<file path="config.mk">
export PLATFORM = sky130hd
export DESIGN_NAME = fsc_regs
export DESIGN_NICKNAME = d
export VERILOG_FILES = /design/src/fsc_pkg.sv /design/src/fsc_bus_monitor.sv /design/src/fsc_fault_latch.sv /design/src/fsc_regs.sv
export SDC_FILE = /design/constraint.sdc
export NUM_CORES = 1
export LEC_CHECK = 0
export CORE_MARGIN = 5
export CORE_UTILIZATION = 55
export CTS_BUF_LIST = sky130_fd_sc_hd__clkbuf_16
export CTS_CLUSTER_SIZE = 25
export DETAILED_ROUTE_END_ITERATION = 12
export DONT_BUFFER_PORTS = 1
export MAX_ROUTING_LAYER = met4
export PLACE_DENSITY_LB_ADDON = 0.2
export SLEW_MARGIN = 25
export SYNTH_ARGS = -nofsm -noshare
export SYNTH_HDL_FRONTEND = slang
export SYNTH_SLANG_ARGS = --single-unit
</file>
<file path="constraint.sdc">
create_clock -name clk -period 2.47 [get_ports clk]
set_input_delay 0.494 -clock clk [delete_from_list [all_inputs] [get_ports clk]]
set_output_delay 0.494 -clock clk [all_outputs]
set_load 0.03 [all_outputs]
</file>
<file path="src/fsc_pkg.sv">
// Shared constants and types for the fault status and clip threshold registers.
package fsc_pkg;

	// Register offsets on the control port.
	localparam logic [7:0] FSC_ADDR_FAULT    = 8'h08;
	localparam logic [7:0] FSC_ADDR_RSVD_LO  = 8'h09;
	localparam logic [7:0] FSC_ADDR_RSVD_HI  = 8'h0f;
	localparam logic [7:0] FSC_ADDR_CLIP_MID = 8'h10;
	localparam logic [7:0] FSC_ADDR_CLIP_LOW = 8'h11;

	// Field positions inside the fault and clip low registers.
	localparam int FSC_TRIP_MSB   = 5;
	localparam int FSC_TRIP_LSB   = 4;
	localparam int FSC_CLKF_BIT   = 3;
	localparam int FSC_OCF_BIT    = 2;
	localparam int FSC_DCF_BIT    = 1;
	localparam int FSC_OTF_BIT    = 0;
	localparam int FSC_CLIP_LOW_LSB = 2;

	// Reset values, and the value read from unmapped offsets.
	localparam logic [1:0] FSC_TRIP_RST     = 2'h0;
	localparam logic [7:0] FSC_CLIP_MID_RST = 8'h01;
	localparam logic [7:0] FSC_CLIP_LOW_RST = 8'h04;
	localparam logic [7:0] FSC_READ_UNMAPPED = 8'h00;

	// Widths of the current sense path and the clip threshold.
	localparam int FSC_CUR_W       = 12;
	localparam int FSC_CLIP_W      = 20;
	localparam int FSC_CLIP_HIGH_W = 6;
	localparam logic [FSC_CUR_W-1:0] FSC_OC_NOMINAL = 12'h800;

	// Trip level scaling codes.
	typedef enum logic [1:0] {
		FSC_TRIP_FULL = 2'b00,
		FSC_TRIP_75   = 2'b01,
		FSC_TRIP_50   = 2'b10,
		FSC_TRIP_25   = 2'b11
	} fsc_trip_t;

	// Serial control port engine states.
	typedef enum logic [2:0] {
		FSC_ST_IDLE  = 3'b000,
		FSC_ST_ADDR  = 3'b001,
		FSC_ST_RECV  = 3'b010,
		FSC_ST_ACK1  = 3'b011,
		FSC_ST_ACK2  = 3'b100,
		FSC_ST_SEND  = 3'b101,
		FSC_ST_RACK  = 3'b110,
		FSC_ST_RNEXT = 3'b111
	} fsc_state_t;

	// Bus line events seen on the control port.
	typedef struct packed {
		logic start;
		logic stop;
		logic sclRise;
		logic sclFall;
		logic sda;
	} fsc_bus_ev_t;

	// One register write from the control port.
	typedef struct packed {
		logic       valid;
		logic [7:0] addr;
		logic [7:0] data;
	} fsc_wr_req_t;

	// Fault status flags as seen by software.
	typedef struct packed {
		logic clockFaultFlag;
		logic overcurrentFaultFlag;
		logic outputDcFaultFlag;
		logic overtempFaultFlag;
	} fsc_fault_t;

endpackage : fsc_pkg

</file>
<file path="src/fsc_bus_monitor.sv">
// Samples the control port lines and reports start, stop and clock edges.
`timescale 1ns/10ps
module fsc_bus_monitor (
	input  wire logic                clk,
	input  wire logic                reset,
	input  wire logic                sclIn,
	input  wire logic                sdaIn,
	output fsc_pkg::fsc_bus_ev_t     busEv
);
	import fsc_pkg::*;

	logic sclPrev_reg;
	logic sdaPrev_reg;

	// Previous line levels; idle bus lines rest high.
	always_ff @(posedge clk) begin
		if (reset) begin
			sclPrev_reg <= 1'b1;
			sdaPrev_reg <= 1'b1;
		end else begin
			sclPrev_reg <= sclIn;
			sdaPrev_reg <= sdaIn;
		end
	end

	// Data changing while the clock stays high marks start or stop.
	assign busEv.start   = sclIn & sclPrev_reg & sdaPrev_reg & ~sdaIn;
	assign busEv.stop    = sclIn & sclPrev_reg & ~sdaPrev_reg & sdaIn;
	assign busEv.sclRise = sclIn & ~sclPrev_reg;
	assign busEv.sclFall = ~sclIn & sclPrev_reg;
	assign busEv.sda     = sdaIn;

endmodule : fsc_bus_monitor

</file>
<file path="src/fsc_fault_latch.sv">
// One latching fault flag that holds until shutdown clears it.
`timescale 1ns/10ps
module fsc_fault_latch (
	input  wire logic clk,
	input  wire logic reset,
	input  wire logic detect,
	input  wire logic clear,
	output logic      flag
);
	logic flag_reg;
	logic flag_next;

	// A detection in the clearing cycle wins, so no event is lost.
	assign flag_next = detect | (flag_reg & ~clear);

	// Flag register, zero after reset.
	always_ff @(posedge clk) begin
		if (reset) begin
			flag_reg <= 1'b0;
		end else begin
			flag_reg <= flag_next;
		end
	end

	assign flag = flag_reg;

endmodule : fsc_fault_latch

</file>
<file path="src/fsc_regs.sv">
// Control port engine plus fault, trip level and clip threshold registers.
`timescale 1ns/10ps
module fsc_regs (
	input  wire logic                                  clk,
	input  wire logic                                  reset,
	input  wire logic                                  sclIn,
	input  wire logic                                  sdaIn,
	output logic                                       sdaOut,
	output logic                                       sdaOe,
	input  wire logic [6:0]                            deviceAddress,
	input  wire logic                                  ampShutdownPinN,
	input  wire logic                                  ampShutdownBit,
	input  wire logic                                  clockErrorDetect,
	input  wire logic [fsc_pkg::FSC_CUR_W-1:0]         outputCurrent,
	input  wire logic                                  outputDcDetect,
	input  wire logic                                  overtempDetect,
	input  wire logic [fsc_pkg::FSC_CLIP_HIGH_W-1:0]   clipThresholdHigh,
	output fsc_pkg::fsc_fault_t                        faultStatus,
	output logic [fsc_pkg::FSC_CUR_W-1:0]              overcurrentTripLevel,
	output logic [fsc_pkg::FSC_CLIP_W-1:0]             clipThresholdValue,
	output logic                                       ampHalt
);
	import fsc_pkg::*;

	// Scales the nominal trip current by the programmed code.
	function automatic logic [FSC_CUR_W-1:0] tripScale(input logic [1:0] code);
		logic [FSC_CUR_W-1:0] quarter;
		quarter = FSC_OC_NOMINAL >> 2;
		case (code)
			FSC_TRIP_75: tripScale = FSC_OC_NOMINAL - quarter;
			FSC_TRIP_50: tripScale = FSC_OC_NOMINAL >> 1;
			FSC_TRIP_25: tripScale = quarter;
			default:     tripScale = FSC_OC_NOMINAL;
		endcase
	endfunction : tripScale

	fsc_bus_ev_t busEv;
	fsc_state_t  state_reg;
	logic [2:0]  bitCnt_reg;
	logic [7:0]  shift_reg;
	logic [7:0]  ptr_reg;
	logic        isRead_reg;
	logic        gotPtr_reg;
	logic        sdaOe_reg;
	logic        sdaOut_reg;
	fsc_wr_req_t wrReq_reg;

	logic [7:0]  rxByte;
	logic        byteLast;
	logic        addrMatch;
	logic [7:0]  rdData;

	logic [1:0]  tripCode_reg;
	logic [7:0]  clipMid_reg;
	logic [7:0]  clipLow_reg;
	logic        clockFaultFlag_reg;
	logic [FSC_CUR_W-1:0]  tripLevel_reg;
	logic [FSC_CLIP_W-1:0] clipValue_reg;
	logic        ampHalt_reg;
	logic        overcurrentLatched;
	logic        outputDcLatched;
	logic        overtempLatched;

	logic        shutdownActive;
	logic        overcurrentEvent;
	logic        wrFault;
	logic        wrClipMid;
	logic        wrClipLow;
	logic        wrReserved;
	logic [7:0]  faultByte;

	// Line sampling and event detection.
	fsc_bus_monitor busMon (
		.clk   (clk),
		.reset (reset),
		.sclIn (sclIn),
		.sdaIn (sdaIn),
		.busEv (busEv)
	);

	// Byte assembly and address match for the serial engine.
	assign rxByte    = {shift_reg[6:0], busEv.sda};
	assign byteLast  = (bitCnt_reg == 3'h7);
	assign addrMatch = (rxByte[7:1] == deviceAddress);

	// Serial engine state: start and stop override every state.
	always_ff @(posedge clk) begin
		if (reset) begin
			state_reg <= FSC_ST_IDLE;
		end else if (busEv.start) begin
			state_reg <= FSC_ST_ADDR;
		end else if (busEv.stop) begin
			state_reg <= FSC_ST_IDLE;
		end else begin
			case (state_reg)
				FSC_ST_ADDR: begin
					if (busEv.sclRise && byteLast) begin
						state_reg <= addrMatch ? FSC_ST_ACK1 : FSC_ST_IDLE;
					end
				end
				FSC_ST_RECV: begin
					if (busEv.sclRise && byteLast) begin
						state_reg <= FSC_ST_ACK1;
					end
				end
				FSC_ST_ACK1: begin
					if (busEv.sclFall) begin
						state_reg <= FSC_ST_ACK2;
					end
				end
				FSC_ST_ACK2: begin
					if (busEv.sclFall) begin
						state_reg <= isRead_reg ? FSC_ST_SEND : FSC_ST_RECV;
					end
				end
				FSC_ST_SEND: begin
					if (busEv.sclFall && byteLast) begin
						state_reg <= FSC_ST_RACK;
					end
				end
				FSC_ST_RACK: begin
					if (busEv.sclRise) begin
						// A high bit here is a not-acknowledge that ends the read.
						state_reg <= busEv.sda ? FSC_ST_IDLE : FSC_ST_RNEXT;
					end
				end
				FSC_ST_RNEXT: begin
					if (busEv.sclFall) begin
						state_reg <= FSC_ST_SEND;
					end
				end
				default: begin
					state_reg <= FSC_ST_IDLE;
				end
			endcase
		end
	end

	// Bit counter and shift register for both directions.
	always_ff @(posedge clk) begin
		if (reset || busEv.start) begin
			bitCnt_reg <= 3'h0;
			shift_reg  <= 8'h00;
		end else if ((state_reg == FSC_ST_ADDR || state_reg == FSC_ST_RECV) && busEv.sclRise) begin
			bitCnt_reg <= bitCnt_reg + 3'h1;
			shift_reg  <= rxByte;
		end else if ((state_reg == FSC_ST_ACK2 && isRead_reg && busEv.sclFall) ||
				(state_reg == FSC_ST_RNEXT && busEv.sclFall)) begin
			bitCnt_reg <= 3'h0;
			shift_reg  <= rdData;
		end else if (state_reg == FSC_ST_SEND && busEv.sclFall) begin
			bitCnt_reg <= bitCnt_reg + 3'h1;
			shift_reg  <= {shift_reg[6:0], 1'b0};
		end else if (state_reg == FSC_ST_ACK2 && busEv.sclFall) begin
			bitCnt_reg <= 3'h0;
		end
	end

	// Direction bit and pointer-received flag for each transfer.
	always_ff @(posedge clk) begin
		if (reset) begin
			isRead_reg <= 1'b0;
			gotPtr_reg <= 1'b0;
		end else if (busEv.start) begin
			gotPtr_reg <= 1'b0;
		end else if (state_reg == FSC_ST_ADDR && busEv.sclRise && byteLast) begin
			isRead_reg <= rxByte[0];
		end else if (state_reg == FSC_ST_RECV && busEv.sclRise && byteLast) begin
			gotPtr_reg <= 1'b1;
		end
	end

	// Register pointer: first written byte loads it, every data byte advances it.
	always_ff @(posedge clk) begin
		if (reset) begin
			ptr_reg <= 8'h00;
		end else if (state_reg == FSC_ST_RECV && busEv.sclRise && byteLast) begin
			ptr_reg <= gotPtr_reg ? ptr_reg + 8'h01 : rxByte;
		end else if (state_reg == FSC_ST_SEND && busEv.sclFall && byteLast) begin
			ptr_reg <= ptr_reg + 8'h01;
		end
	end

	// Write request pulse, one cycle per received data byte.
	always_ff @(posedge clk) begin
		if (reset) begin
			wrReq_reg <= '0;
		end else begin
			wrReq_reg.valid <= (state_reg == FSC_ST_RECV) && busEv.sclRise && byteLast && gotPtr_reg;
			wrReq_reg.addr  <= ptr_reg;
			wrReq_reg.data  <= rxByte;
		end
	end

	// Open-drain data line: only ever pulled low, changed on clock falls so data is stable while high.
	always_ff @(posedge clk) begin
		if (reset || busEv.start || busEv.stop) begin
			sdaOe_reg <= 1'b0;
		end else if (busEv.sclFall) begin
			case (state_reg)
				FSC_ST_ACK1:  sdaOe_reg <= 1'b1;
				FSC_ST_ACK2:  sdaOe_reg <= isRead_reg & ~rdData[7];
				FSC_ST_SEND:  sdaOe_reg <= byteLast ? 1'b0 : ~shift_reg[6];
				FSC_ST_RNEXT: sdaOe_reg <= ~rdData[7];
				default:      sdaOe_reg <= 1'b0;
			endcase
		end
	end

	// The driven level is always low; only the enable moves.
	always_ff @(posedge clk) begin
		sdaOut_reg <= 1'b0;
	end

	// Write decode; reserved and unknown offsets take no write.
	assign wrFault    = wrReq_reg.valid && (wrReq_reg.addr == FSC_ADDR_FAULT);
	assign wrClipMid  = wrReq_reg.valid && (wrReq_reg.addr == FSC_ADDR_CLIP_MID);
	assign wrClipLow  = wrReq_reg.valid && (wrReq_reg.addr == FSC_ADDR_CLIP_LOW);
	assign wrReserved = (wrReq_reg.addr >= FSC_ADDR_RSVD_LO) && (wrReq_reg.addr <= FSC_ADDR_RSVD_HI);

	// Programmable registers; status bits of the fault register are not stored.
	always_ff @(posedge clk) begin
		if (reset) begin
			tripCode_reg <= FSC_TRIP_RST;
			clipMid_reg  <= FSC_CLIP_MID_RST;
			clipLow_reg  <= FSC_CLIP_LOW_RST;
		end else begin
			if (wrFault && !wrReserved) begin
				tripCode_reg <= wrReq_reg.data[FSC_TRIP_MSB:FSC_TRIP_LSB];
			end
			if (wrClipMid) begin
				clipMid_reg <= wrReq_reg.data;
			end
			if (wrClipLow) begin
				clipLow_reg <= wrReq_reg.data;
			end
		end
	end

	assign shutdownActive = ~ampShutdownPinN | ~ampShutdownBit;

	assign overcurrentEvent = (outputCurrent > tripLevel_reg);

	// Trip level is registered so the comparator sees a clean value.
	always_ff @(posedge clk) begin
		if (reset) begin
			tripLevel_reg <= FSC_OC_NOMINAL;
		end else begin
			tripLevel_reg <= tripScale(tripCode_reg);
		end
	end

	always_ff @(posedge clk) begin
		if (reset) begin
			clockFaultFlag_reg <= 1'b0;
		end else begin
			clockFaultFlag_reg <= clockErrorDetect;
		end
	end

	fsc_fault_latch ocLatch (
		.clk    (clk),
		.reset  (reset),
		.detect (overcurrentEvent),
		.clear  (shutdownActive),
		.flag   (overcurrentLatched)
	);

	fsc_fault_latch dcLatch (
		.clk    (clk),
		.reset  (reset),
		.detect (outputDcDetect),
		.clear  (shutdownActive),
		.flag   (outputDcLatched)
	);

	fsc_fault_latch otLatch (
		.clk    (clk),
		.reset  (reset),
		.detect (overtempDetect),
		.clear  (shutdownActive),
		.flag   (overtempLatched)
	);

	assign faultStatus.clockFaultFlag       = clockFaultFlag_reg;
	assign faultStatus.overcurrentFaultFlag = overcurrentLatched;
	assign faultStatus.outputDcFaultFlag    = outputDcLatched;
	assign faultStatus.overtempFaultFlag    = overtempLatched;

	assign faultByte = {2'b00, tripCode_reg, clockFaultFlag_reg, overcurrentLatched,
		outputDcLatched, overtempLatched};

	// Read mux; anything unmapped, the reserved range included, reads as zero.
	assign rdData = (ptr_reg == FSC_ADDR_FAULT)    ? faultByte :
			(ptr_reg == FSC_ADDR_CLIP_MID) ? clipMid_reg :
			(ptr_reg == FSC_ADDR_CLIP_LOW) ? clipLow_reg :
			FSC_READ_UNMAPPED;

	always_ff @(posedge clk) begin
		if (reset) begin
			clipValue_reg <= '0;
		end else begin
			clipValue_reg <= {clipThresholdHigh, clipMid_reg, clipLow_reg[7:FSC_CLIP_LOW_LSB]};
		end
	end

	// Output stage is halted in shutdown, on a clock error, or by any latched fault.
	always_ff @(posedge clk) begin
		if (reset) begin
			ampHalt_reg <= 1'b1;
		end else begin
			ampHalt_reg <= shutdownActive | clockFaultFlag_reg | overcurrentLatched |
				outputDcLatched | overtempLatched;
		end
	end

	assign sdaOut               = sdaOut_reg;
	assign sdaOe                = sdaOe_reg;
	assign overcurrentTripLevel = tripLevel_reg;
	assign clipThresholdValue   = clipValue_reg;
	assign ampHalt              = ampHalt_reg;

endmodule : fsc_regs

</file>
==> reports/results.tsv <==
metric	value	unit
num_rows	31	
synth_edf_count	0	
critPathArrivalTime	2390	ps
clockBufferDepth	2	
crit_fanout	7	
grt_max_degree	79	
diodes	0	
crit_required	2670	ps
grt_pass1_wl	13.6	mm
syn2layout_area_growth	8.13	%
syn_area_per_cell	8.99	um^2
initial_core_util	0.554	
power.leakage	1.52	nW
syn_inst	440	
netlist_area	3950	um^2
cts_post_setup_buffers_inserted	0	
fp.dieArea	8980	um^2
antenna_found_initial	0	
rsz0062_at_grt	false	
hold_viol_final	0	
drive_above_1_share	0.0795	
ctsHoldBuffers	0	
grt_overflow_total	0	
cts_resized	0	
clk_latency	340	ps
largest_reg_flops	20	
startpoint_type	flip-flop	
fin_crit_sh	0.888	
synthFlopType	dfxtp_1	
min_path_type	in2reg	
grt_util_all_layers	0.200	
worstSetupEndpointType	flip-flop	
ir_drop	0.324	mV
final_util	0.599	
coreArea	7140	um^2
wl_per_cell	15.4	um
cts_buffers	9	
grt_pass1_vias	2769	
crit_type	reg2reg	
worst_pin_slew	678	ps
vias	2975	
tritoncts	done	
vias_per_cell	5.52	
nFillCells	610	
clkSinkCount	89	
clk_pin_slew	60	ps
root_buffer	clkbuf_16	
skew	3.99	ps
io_pins	73	
fin_nets	480	
ys_types	58	
io_buffers	0	
wl	8.30	mm
dr.pass1.iters	4	
ys_ff_latch	89	
die_y	94.8	um
p_total	0.00284	W
final_max_slew_viol_count	0	
status	complete, no violations	
drc	0	
maxSlewHeadroom	0.548	
fin_tns_setup	0	ps
async_reset_ff_frac	0	
fin_crit	2190	ps
seq_area_frac_synth	0.451	
power.density	664	nW/um^2
dieWidth	94.8	um
final_antenna_net_count	0	
clock.fmax	456	MHz
finalSetupViolCount	0	
cap_viol_max_count	0	
dpl.hpwl	5.93	mm
drtIter0Drc	115	
cts_htree_levels	3	
yosys_warnings	0	
gp_congestion	0.948	
## synth_stat cells, types with 4 or more instances
cell type	instances	area [um^2]
a21o_1	5	37.5
dfxtp_1	89	1780
ha_1	11	138
nand2b_1	4	25.0
a22oi_1	5	37.5
buf_2	4	20.0
mux2i_1	18	180
nand3b_1	10	75.1
nor2b_1	42	263
nor4_1	4	25.0
a211oi_1	4	30.0
nor2_1	45	169
o21ai_0	18	90.1
a31oi_1	4	25.0
inv_1	13	48.8
clkbuf_1	15	56.3
xnor2_1	4	35.0
nand3_1	11	55.1
o21a_1	5	37.5
a21oi_1	23	115
o21ai_1	4	20.0
a221oi_1	5	43.8
o31ai_1	5	37.5
buf_4	14	105
nand2_1	26	97.6
or3_1	5	31.3
## where the power goes
group | switching (W) | leakage (nW) | internal (W)
Sequential | 0.0000358 | 0.721 | 0.00145
Combinational | 0.0000525 | 0.668 | 0.0000308
Clock | 0.000582 | 0.126 | 0.000687
Total | 0.000671 | 1.52 | 0.00217
## worst max-delay path: stages, from the launching register on
cell      delay (ps)
dfxtp_1          350
ha_1             150
ha_1             270
nand3b_1         280
or3_1            530
mux2_4           330
nor2_1            80
a211oi_1          50
## final timing paths
check	from	end	slack, ps	cells past startpoint
setup reg to reg	bitCnt_reg[0]	ptr_reg[1]	280	7
hold / removal	reset	isRead_reg	230	1
hold reg to reg	wrReq_reg[0]	clipMid_reg[0]	470	1
setup / recovery	bitCnt_reg[0]	ptr_reg[1]	280	7
## cells in the final DEF (no fill, tap or decap), types with 9 or more instances in the layout
cell type and instances:
nor2b_1 42, nand3_1 11, inv_1 13, mux2i_1 18, a21oi_1 23, ha_1 11, dfxtp_1 89, nand3b_1 10
buf_4 9, clkbuf_16 9, conb_1 10, o21ai_0 18, nor2_1 45, nand2_1 26
## metrics by stage
step           area (um^2)  cells  setup slack, ps  hold WS, ps
2_1_floorplan         3990    449              587          435
3_3_place_gp          3990    522              284          451
3_5_place_dp          3990    523              318          465
4_1_cts               4270    539              306          218
5_1_grt               4280    539              162          223
6_report              4280    539              276          227
## final cells by class
type	count	area [um^2]	area share
clock buffers	9	225	0.0527
clock inverters	7	52.6	0.0123
well taps	99	124	0.0290
inverters	13	48.8	0.0114
flip-flops and latches	89	1780	0.417
repair buffers	10	72.6	0.0170
multi-input cells	312	1970	0.461
## kinds of logic (layout without fill, tap and decap cells)
group                    after synthesis  in the layout  share of synthesized area
multiplexers                          19             19                     0.0494
AND/OR/NAND/NOR                      174            174                      0.237
XOR/XNOR                               7              7                     0.0155
buffers and inverters                 48             39                     0.0620
flip-flops                            89             89                      0.451
AO/OA/AOI/OAI                         90             90                      0.147
adder cells (fa/ha/maj)               12             12                     0.0373
other                                  1             10                   0.000948
## per-layer routing
metal / up-vias / GRT usage / wire, um
met3: 20 / 0.0382 / 403
met5: - / - / 0
met2: 84 / 0.300 / 3800
met4: 0 / 0.0938 / 206
met1: 1379 / 0.260 / 3890
li1: 1492 / - / -
No activity file was read; power rests on OpenSTA's default activity.
